<file path="config.mk">
export PLATFORM = sky130hd
export DESIGN_NAME = fpp_pipe
export DESIGN_NICKNAME = d
export VERILOG_FILES = /design/src/core/fpp_pkg.sv /design/src/core/fpp_pipe.sv /design/src/core/fpp_alu.sv
export SDC_FILE = /design/constraint.sdc
export NUM_CORES = 1
export LEC_CHECK = 0
export ABC_AREA = 1
export BUFFER_PORTS_ARGS = -buffer_cell sky130_fd_sc_hd__buf_4
export CAP_MARGIN = 40
export CELL_PAD_IN_SITES_DETAIL_PLACEMENT = 2
export CELL_PAD_IN_SITES_GLOBAL_PLACEMENT = 2
export CORE_ASPECT_RATIO = 0.7
export CORE_UTILIZATION = 35
export DETAILED_ROUTE_END_ITERATION = 7
export PLACE_DENSITY_LB_ADDON = 0.1
export SLEW_MARGIN = 10
export SYNTH_ARGS = -nofsm -noshare
export SYNTH_HDL_FRONTEND = slang
export SYNTH_HIERARCHICAL = 1
export SYNTH_SLANG_ARGS = --single-unit
export TNS_END_PERCENT = 20
</file>
<file path="constraint.sdc">
create_clock -name sys_clk_i -period 7.9 [get_ports sys_clk_i]
set_clock_uncertainty 0.2 [all_clocks]
set_input_delay 1.58 -clock sys_clk_i [delete_from_list [all_inputs] [get_ports sys_clk_i]]
set_output_delay 1.58 -clock sys_clk_i [all_outputs]
set_load 0.02 [all_outputs]
</file>
<file path="src/core/fpp_pkg.sv">
// four-phase fetch/execute pipeline: shared constants, types, layouts
// assumes one system clock (already taken from the selected oscillator)
// and a synchronous active-low reset
// Notes on behaviour
// - system clock from one of four oscillators
// - four non-overlapping phases in fixed order
// - one pass of four phases is one cycle
// - pc increments and fetch starts in phase one
// - decode and execute in phases two to four
// - fetch overlaps execute, one retire per cycle
// - standard one cycle, extended two cycles
// - branches take two cycles: address, then branch
// - one 8-bit alu does all operations
// - operands and results pass accumulator and alu
// - control registers mapped, direct and indirect access
// - taken skip discards prefetch, inserts dummy cycle
// - pc low byte write: in-page jump, dummy
// - reset loads pc with zero and runs
package fpp_pkg;

  // ---------------------------------------------------------------
  // widths
  // ---------------------------------------------------------------
  localparam int PC_W = 13; // program counter width
  localparam int IW_W = 16; // instruction word width
  localparam int DW_W = 8; // alu and data width

  // ---------------------------------------------------------------
  // reset values and mapped register addresses
  // ---------------------------------------------------------------
  localparam logic [PC_W-1:0] PC_RESET = 13'h0000; // reset vector
  localparam logic [DW_W-1:0] ACC_RESET = 8'h00; // accumulator at reset
  localparam logic [DW_W-1:0] IDX_RESET = 8'h00; // index at reset
  localparam logic [DW_W-1:0] ADDR_INDEX = 8'h04; // index register
  localparam logic [DW_W-1:0] ADDR_PCL = 8'h06; // pc low byte register

  // ---------------------------------------------------------------
  // instruction field positions
  // ---------------------------------------------------------------
  localparam int F_CLASS_HI = 15; // class field top bit
  localparam int F_CLASS_LO = 13; // class field low bit
  localparam int F_ALU_HI = 12; // alu op top bit
  localparam int F_ALU_LO = 10; // alu op low bit
  localparam int F_INDIRECT = 8; // indirect addressing bit

  // ---------------------------------------------------------------
  // enumerations
  // ---------------------------------------------------------------
  typedef enum logic [1:0] {
    PH_FETCH = 2'h0, // fetch_phase
    PH_DECODE = 2'h1, // decode_execute_phases, first
    PH_OPERATE = 2'h2, // decode_execute_phases, second
    PH_RETIRE = 2'h3 // decode_execute_phases, last
  } fpp_phase_e;

  typedef enum logic [1:0] {
    OSC_HIGH_SPEED_CRYSTAL = 2'h0, // high_speed_crystal_osc
    OSC_LOW_SPEED_CRYSTAL = 2'h1, // low_speed_crystal_osc
    OSC_HIGH_SPEED_INT_RC = 2'h2, // high_speed_internal_rc_osc
    OSC_LOW_SPEED_INT_RC = 2'h3 // low_speed_internal_rc_osc
  } fpp_osc_e;

  typedef enum logic [2:0] {
    CL_ALU = 3'h0, // acc = acc op immediate
    CL_EXT = 3'h1, // extended alu op, two cycles
    CL_JUMP = 3'h2, // jump to target
    CL_CALL = 3'h3, // call to target
    CL_SKIPDZ = 3'h4, // decrement acc, skip if zero
    CL_STORE = 3'h5, // store acc to data address
    CL_NOP = 3'h6, // no operation
    CL_NOP2 = 3'h7 // no operation
  } fpp_class_e;

  typedef enum logic [2:0] {
    ALU_ADD = 3'h0,
    ALU_SUB = 3'h1,
    ALU_AND = 3'h2,
    ALU_OR = 3'h3,
    ALU_XOR = 3'h4,
    ALU_ROL = 3'h5,
    ALU_INC = 3'h6,
    ALU_DEC = 3'h7
  } fpp_alu_e;

  // ---------------------------------------------------------------
  // carriers
  // ---------------------------------------------------------------
  typedef struct packed {
    logic rd; // fetch strobe
    logic [PC_W-1:0] addr; // fetch address
  } fpp_pm_req_s;

  typedef struct packed {
    logic wr; // write strobe
    logic [DW_W-1:0] addr; // data address
    logic [DW_W-1:0] data; // write data
  } fpp_dm_wr_s;

endpackage : fpp_pkg

</file>
<file path="src/core/fpp_pipe.sv">
// four-phase fetch/execute pipeline control with accumulator datapath
// assumes program memory answers within the fetch phase and data
// memory takes the registered write one phase after execution
`timescale 1ns/1ps
`default_nettype none
module fpp_pipe (
  input wire logic sys_clk_i,
  input wire logic resetn_i,
  input wire logic [1:0] osc_sel_i,
  input wire logic [15:0] pm_data_i,
  output var fpp_pkg::fpp_pm_req_s pm_req_o,
  output var fpp_pkg::fpp_dm_wr_s dm_wr_o,
  output logic [3:0] phase_o,
  output logic [7:0] acc_o,
  output logic [1:0] osc_src_o,
  output logic retire_o,
  output logic dummy_o,
  output logic call_o
);

  // ---------------------------------------------------------------
  // declarations
  // ---------------------------------------------------------------
  fpp_pkg::fpp_phase_e phase; // current phase
  fpp_pkg::fpp_phase_e next_phase; // following phase
  logic [12:0] pc; // fetch address
  logic [15:0] fetch_q; // prefetched word
  logic fetch_v; // prefetch holds a word
  logic [15:0] exec_q; // word being executed
  logic exec_v; // exec word is real, not dummy
  logic flush_q; // discard prefetch at next fetch
  logic ext_wait; // extended op in its second cycle
  logic [7:0] acc; // accumulator
  logic [7:0] index; // indirect address register
  logic [1:0] osc_meta; // selector sync stage one
  logic [1:0] osc_sync; // selector sync stage two
  logic retire_q; // retire pulse
  logic dummy_q; // dummy cycle pulse
  logic call_q; // call pulse

  // ---------------------------------------------------------------
  // decode of the executing word
  // ---------------------------------------------------------------
  function automatic fpp_pkg::fpp_class_e op_class(input logic [15:0] w);
    op_class = fpp_pkg::fpp_class_e'(
      w[fpp_pkg::F_CLASS_HI:fpp_pkg::F_CLASS_LO]);
  endfunction : op_class

  wire fpp_pkg::fpp_class_e cls = op_class(exec_q);
  wire at_fetch = (phase == fpp_pkg::PH_FETCH);
  wire at_retire = (phase == fpp_pkg::PH_RETIRE);
  wire is_ext = exec_v && (cls == fpp_pkg::CL_EXT);
  wire stall = is_ext && !ext_wait; // first half of extended op
  wire do_exec = at_retire && exec_v && !stall;
  wire is_branch = do_exec &&
    ((cls == fpp_pkg::CL_JUMP) || (cls == fpp_pkg::CL_CALL));
  wire is_call = do_exec && (cls == fpp_pkg::CL_CALL);
  wire is_skip = cls == fpp_pkg::CL_SKIPDZ;
  wire is_aluop = (cls == fpp_pkg::CL_ALU) || (cls == fpp_pkg::CL_EXT);
  wire [7:0] imm = exec_q[7:0];
  // direct address from the word, or indirect through index
  wire [7:0] wr_addr = exec_q[fpp_pkg::F_INDIRECT] ? index : imm;
  wire dm_write = do_exec && (cls == fpp_pkg::CL_STORE);
  wire pcl_hit = dm_write && (wr_addr == fpp_pkg::ADDR_PCL);
  wire idx_hit = dm_write && (wr_addr == fpp_pkg::ADDR_INDEX);

  // ---------------------------------------------------------------
  // alu hookup: acc is always operand a
  // ---------------------------------------------------------------
  wire fpp_pkg::fpp_alu_e alu_sel = is_skip ? fpp_pkg::ALU_DEC :
    fpp_pkg::fpp_alu_e'(exec_q[fpp_pkg::F_ALU_HI:fpp_pkg::F_ALU_LO]);
  logic [7:0] alu_y; // alu result
  logic alu_zero; // alu result is zero

  fpp_alu u_alu (
    .a_i(acc),
    .b_i(imm),
    .op_i(alu_sel),
    .y_o(alu_y),
    .zero_o(alu_zero)
  );

  wire skip_hit = do_exec && is_skip && alu_zero;
  wire flush_now = is_branch || skip_hit || pcl_hit;
  // target, in-page short jump, or plain increment
  wire [12:0] pc_plus = 13'(pc + 13'h0001);
  wire [12:0] next_pc = is_branch ? exec_q[12:0] :
    pcl_hit ? {pc[12:8], acc} : pc_plus;

  // ---------------------------------------------------------------
  // phase generator
  // ---------------------------------------------------------------
  // fixed order fetch, decode, operate, retire
  always_comb begin
    case (phase)
      fpp_pkg::PH_FETCH: next_phase = fpp_pkg::PH_DECODE;
      fpp_pkg::PH_DECODE: next_phase = fpp_pkg::PH_OPERATE;
      fpp_pkg::PH_OPERATE: next_phase = fpp_pkg::PH_RETIRE;
      fpp_pkg::PH_RETIRE: next_phase = fpp_pkg::PH_FETCH;
      default: next_phase = fpp_pkg::PH_FETCH;
    endcase
  end

  // reset restarts at fetch
  always_ff @(posedge sys_clk_i) begin
    if (!resetn_i) begin
      phase <= fpp_pkg::PH_FETCH;
    end else begin
      phase <= next_phase; // four phases make one cycle
    end
  end

  // one-hot, so no two phases are ever active together
  generate
    for (genvar g = 0; g < 4; g++) begin : g_phase
      assign phase_o[g] = (phase == fpp_pkg::fpp_phase_e'(g));
    end
  endgenerate

  // ---------------------------------------------------------------
  // program counter
  // ---------------------------------------------------------------
  // updated at the end of retire, so it is new at phase one
  always_ff @(posedge sys_clk_i) begin
    if (!resetn_i) begin
      pc <= fpp_pkg::PC_RESET; // start from address zero
    end else if (at_retire && !stall) begin
      pc <= next_pc; // branch lands a cycle late
    end
  end

  // ---------------------------------------------------------------
  // fetch and execute registers
  // ---------------------------------------------------------------
  // shift at end of fetch: new word in, older word to execute
  always_ff @(posedge sys_clk_i) begin
    if (!resetn_i) begin
      fetch_q <= 16'h0000;
      fetch_v <= 1'b0; // no stale prefetch
      exec_q <= 16'h0000;
      exec_v <= 1'b0;
    end else if (at_fetch && !ext_wait) begin
      fetch_q <= pm_data_i; // fetch during phase one
      fetch_v <= 1'b1;
      exec_q <= fetch_q;
      exec_v <= fetch_v && !flush_q; // discarded word runs as dummy
    end
  end

  // flush request lives from retire to the next fetch
  always_ff @(posedge sys_clk_i) begin
    if (!resetn_i) begin
      flush_q <= 1'b0;
    end else if (at_retire) begin
      flush_q <= flush_now; // pcl write also refetches
    end else if (at_fetch) begin
      flush_q <= 1'b0;
    end
  end

  // extended op holds the pipe for one more cycle
  always_ff @(posedge sys_clk_i) begin
    if (!resetn_i) begin
      ext_wait <= 1'b0;
    end else if (at_retire) begin
      ext_wait <= stall;
    end
  end

  // ---------------------------------------------------------------
  // accumulator and mapped index register
  // ---------------------------------------------------------------
  // results return to acc in the last execute phase
  always_ff @(posedge sys_clk_i) begin
    if (!resetn_i) begin
      acc <= fpp_pkg::ACC_RESET;
    end else if (do_exec && (is_aluop || is_skip)) begin
      acc <= alu_y;
    end
  end

  // index register reached at its data address
  always_ff @(posedge sys_clk_i) begin
    if (!resetn_i) begin
      index <= fpp_pkg::IDX_RESET;
    end else if (idx_hit) begin
      index <= acc;
    end
  end

  // ---------------------------------------------------------------
  // oscillator selector sync
  // ---------------------------------------------------------------
  // reports which of the four sources feeds sys_clk
  always_ff @(posedge sys_clk_i) begin
    if (!resetn_i) begin
      osc_meta <= fpp_pkg::OSC_HIGH_SPEED_CRYSTAL;
      osc_sync <= fpp_pkg::OSC_HIGH_SPEED_CRYSTAL;
    end else begin
      osc_meta <= osc_sel_i;
      osc_sync <= osc_meta;
    end
  end

  // ---------------------------------------------------------------
  // registered outputs
  // ---------------------------------------------------------------
  always_ff @(posedge sys_clk_i) begin
    if (!resetn_i) begin
      dm_wr_o <= '0;
      retire_q <= 1'b0;
      dummy_q <= 1'b0;
      call_q <= 1'b0;
      osc_src_o <= fpp_pkg::OSC_HIGH_SPEED_CRYSTAL;
    end else begin
      dm_wr_o.wr <= dm_write;
      dm_wr_o.addr <= wr_addr;
      dm_wr_o.data <= acc;
      retire_q <= do_exec;
      dummy_q <= at_retire && !exec_v;
      call_q <= is_call;
      osc_src_o <= osc_sync;
    end
  end

  // fetch strobe only in phase one, not in the extended hold
  assign pm_req_o.rd = at_fetch && !ext_wait;
  assign pm_req_o.addr = pc;
  assign acc_o = acc;
  assign retire_o = retire_q;
  assign dummy_o = dummy_q;
  assign call_o = call_q;
endmodule : fpp_pipe
`default_nettype wire

</file>
<file path="src/core/fpp_alu.sv">
// single 8-bit alu for the four-phase pipeline
// assumes operands come from the accumulator and the instruction word
`timescale 1ns/1ps
`default_nettype none
module fpp_alu (
  input wire logic [7:0] a_i,
  input wire logic [7:0] b_i,
  input wire fpp_pkg::fpp_alu_e op_i,
  output logic [7:0] y_o,
  output logic zero_o
);

  // ---------------------------------------------------------------
  // operation select
  // ---------------------------------------------------------------
  // arithmetic, logic, rotate, inc/dec share this one unit
  always_comb begin
    case (op_i)
      fpp_pkg::ALU_ADD: y_o = a_i + b_i;
      fpp_pkg::ALU_SUB: y_o = a_i - b_i;
      fpp_pkg::ALU_AND: y_o = a_i & b_i;
      fpp_pkg::ALU_OR: y_o = a_i | b_i;
      fpp_pkg::ALU_XOR: y_o = a_i ^ b_i;
      fpp_pkg::ALU_ROL: y_o = {a_i[6:0], a_i[7]};
      fpp_pkg::ALU_INC: y_o = a_i + 8'h01;
      fpp_pkg::ALU_DEC: y_o = a_i - 8'h01;
      default: y_o = a_i;
    endcase
  end

  // zero result drives the skip decision
  assign zero_o = (y_o == 8'h00);

endmodule : fpp_alu
`default_nettype wire

</file>
==> results.sh <==
export IMPL_worstSetupPathType="flip-flop to flip-flop"
export IMPL_setup_viol=0
export IMPL_synthMuxAreaShare=0
export IMPL_synth_cells=768
export IMPL_p_clk_frac=0.182
export IMPL_synthSimpleGateAreaFrac=0.3407
export IMPL_power_density_nw_per_um2=388.0
export IMPL_clock_latency_ns=0.36
export IMPL_dr_pass1_iters=4
export IMPL_fin_crit_ns=4.056
export IMPL_dpl_worst_slack_ns=3.934
export IMPL_switchingPower_uw=1192
export IMPL_post_route_period_util=0.5134
export IMPL_core_area_sq_um=14230
export IMPL_layout_common_cells="nand2_1, nor2_1, inv_1"
export IMPL_synth_nets=820
export IMPL_syn_area_per_cell_sq_um=6.776
export IMPL_share_comb_of_total_power=0.535
export IMPL_clockBufferDepth=2
export IMPL_cell_internal_pwr_uw=1186
export IMPL_synth_fa_ha_area_frac=0.07838
export IMPL_post_route_util=0.4306
export IMPL_hold_viol=0
export IMPL_route_vias_total=5254
export IMPL_htree_levels=3
export IMPL_swShare=0.5012
export IMPL_final_common_cell="nand2_1"
export IMPL_clockRootBuffer="clkbuf_16"
export IMPL_cap_violations=0
export IMPL_numPortBuffers=67
export IMPL_max_freq_mhz=246.6
export IMPL_crit_fanout=7
export IMPL_worstMarginPinSlew_ns=0.8634
export IMPL_synthXorXnorAreaFrac=0.02693
export IMPL_antenna_found_initial=0
export IMPL_p_leak_uw=0.003056
export IMPL_status="finished, final reports clean"
export IMPL_cp_arrival_ns=4.16
export IMPL_final_max_slew_violation_count=0
export IMPL_cts_buffers=9
export IMPL_grt_first_pass_wirelength_um=30400
export IMPL_wire_per_inst_um=18.77
export IMPL_power_frac_seq=0.282
export IMPL_areaGrowthSynthToFinish_pct=17.77
export IMPL_worstPathRequired_ns=8.01
export IMPL_cts_tree="done"
export IMPL_ys_warnings_count=6
export IMPL_post_cts_buffers=0
export IMPL_cts_resized=0
export IMPL_grt_pass1_vias=5444
export IMPL_cts_hold_buffers_added=0
export IMPL_ys_types=36
export IMPL_synth_area_sq_um=5204
export IMPL_synth_compound_area_frac=0.09546
export IMPL_core_rowCount=36
export IMPL_initial_utilization=0.3656
export IMPL_relSlewSlack=0.4222
export IMPL_placed_cell_area_sq_um=5837
export IMPL_ys_seq_area_frac=0.3578
export IMPL_remaining_drc_errors=0
export IMPL_grt_max_degree=68
export IMPL_synth_top_family_by_area="simple AND/OR/NAND/NOR gates"
export IMPL_fillCellCount=1740
export IMPL_pin_count=68
export IMPL_wirelength_um=19110
export IMPL_startpoint_type="flip-flop"
export IMPL_nets=875
export IMPL_avgViaCountPerCell=5.161
export IMPL_min_path_type="flip-flop to flip-flop"
export IMPL_design_area_sq_um=6128
export IMPL_finalSetupTns_ns=0
export IMPL_drt_initial_drc_count=262
export IMPL_cts_clk_slew_worst_paths_ns=0.07
export IMPL_globalplace_congestion=0.8805
export IMPL_vdd_ir_drop_max_mv=0.1574
export IMPL_diodes=0
export IMPL_end_kind="flip-flop"
export IMPL_die_w_um=147.7
export IMPL_dp_hpwl_um=14700
export IMPL_gr_total_overflow=0
export IMPL_grt_usage=0.2556
export IMPL_drive_gt1_frac=0.1389
export IMPL_fp_dieH_um=104.0
export IMPL_ant_nets=0
export IMPL_clkSinkCount=93
export IMPL_rsz0062_at_grt="no"
export IMPL_setup_ws_ns=3.844
export IMPL_synth_seq_cells=93
export IMPL_fp_dieArea_sq_um=15370
## state kept, by name (all words and copies together), names as in the netlist, 2 cells and up
register and flops:
exec_q 16, dm_wr_o 17, fetch_q 16, pc 13, phase 2, osc_sync 2, osc_meta 2, acc_o 8
osc_src_o 2, index 8
## critical path, cell delays in order (launching register included)
cell and delay [ns]:
dfxtp_1 0.36, inv_1 0.09, nand3_1 0.08, inv_1 0.09
or2_2 0.33, inv_1 0.18, nand3_2 0.18, nand2_2 0.14
inv_2 0.08, nor2_4 0.14, o21ai_0 0.11, nand2_1 0.09
ha_1 0.29, a21oi_1 0.20, nand2_1 0.10, a21oi_1 0.32
o21ai_0 0.17, nand3_1 0.12, nand2_1 0.09, nand2_1 0.07
nand2_1 0.09, nor2_2 0.14, nand2_1 0.09, nor2_1 0.11
o21ai_1 0.06, nand2_1 0.07
## path summary, 6_finish.rpt
kind	startpoint	end	slack (ns)	depth (start not counted)
max	exec_q[13]	flush_q	3.84	25
min	osc_sync[0]	osc_src_o[0]	0.22	2
max reg2reg	exec_q[13]	flush_q	3.84	25
min reg2reg	osc_sync[0]	osc_src_o[0]	0.22	2
## cell usage after synthesis
| master | instances | area, sq um |
|---|---|---|
| clkinv_1 | 2 | 7.510 |
| o21ai_1 | 2 | 10.01 |
| dfxtp_1 | 93 | 1862 |
| inv_1 | 100 | 375.4 |
| o22ai_1 | 1 | 6.260 |
| nor2_2 | 3 | 18.77 |
| nand2_1 | 159 | 596.8 |
| fa_1 | 1 | 20.02 |
| inv_2 | 3 | 11.26 |
| nand2_2 | 7 | 43.79 |
| nor2_8 | 2 | 40.04 |
| o21bai_1 | 1 | 7.510 |
| xor2_1 | 12 | 105.1 |
| nand3b_4 | 1 | 20.02 |
| ha_1 | 31 | 387.9 |
| o21ai_2 | 2 | 17.52 |
| nor3_2 | 2 | 20.02 |
| nand3_2 | 2 | 20.02 |
| nand4_1 | 17 | 106.4 |
| a21oi_1 | 29 | 145.1 |
| nor3_1 | 8 | 40.04 |
| nand3_4 | 2 | 35.03 |
| or2_2 | 4 | 25.02 |
| nand3b_1 | 2 | 15.01 |
| o31ai_1 | 1 | 7.510 |
| o21ai_0 | 59 | 295.3 |
| nand3_1 | 52 | 260.3 |
| buf_2 | 2 | 10.01 |
| buf_6 | 3 | 33.78 |
| nor2_1 | 137 | 514.2 |
| or2_1 | 1 | 6.260 |
| buf_4 | 2 | 15.01 |
| xnor2_1 | 4 | 35.03 |
| clkbuf_1 | 19 | 71.32 |
| nor2_4 | 1 | 11.26 |
| a211oi_1 | 1 | 7.510 |
## per-layer routing
layer,track usage,vias up,part of all wire
met3,0.04123,17,0.038
met2,0.3966,92,0.45
li1,-,2532,-
met5,0,-,0
met4,0.05817,0,0.010
met1,0.3678,2613,0.51
## power groups by stage
stage | Combinational (uW) | Sequential, uW | Clock (uW)
after floorplan | 850 | 659 | 0
after global placement | 1200 | 677 | 0
after detailed placement | 1260 | 682 | 0
after CTS | 1270 | 673 | 443
after global routing | 1410 | 683 | 461
final | 1270 | 672 | 433
## metrics by stage
stage                     total power [uW]  hold WS (ns)  cells
after detailed placement              1942        0.2090   1002
after global placement                1881        0.1942   1002
after global routing                  2555        0.2445   1018
final                                 2378        0.2182   1018
after floorplan                       1509        0.1905    768
after CTS                             2387        0.2266   1018
## final cells by class
class	instances	area (sq um)	area share
Sequential cell	93	1862	0.3038
Clock buffer	9	225.2	0.03675
Multi-Input combinational cell	544	2818	0.4598
Clock inverter	7	66.31	0.01082
Timing Repair Buffer	70	525.5	0.08575
Tap cell	190	237.7	0.03879
Inverter	105	394.1	0.06431
## cell families (layout without fill, tap and decap cells)
family | after synthesis | in the layout
simple gates | 400 | 400
xor+xnor | 16 | 16
fa+ha+maj | 32 | 32
buf+inv | 131 | 191
flops | 93 | 93
compound gates | 96 | 96
No activity file was read; power rests on OpenSTA's default activity.
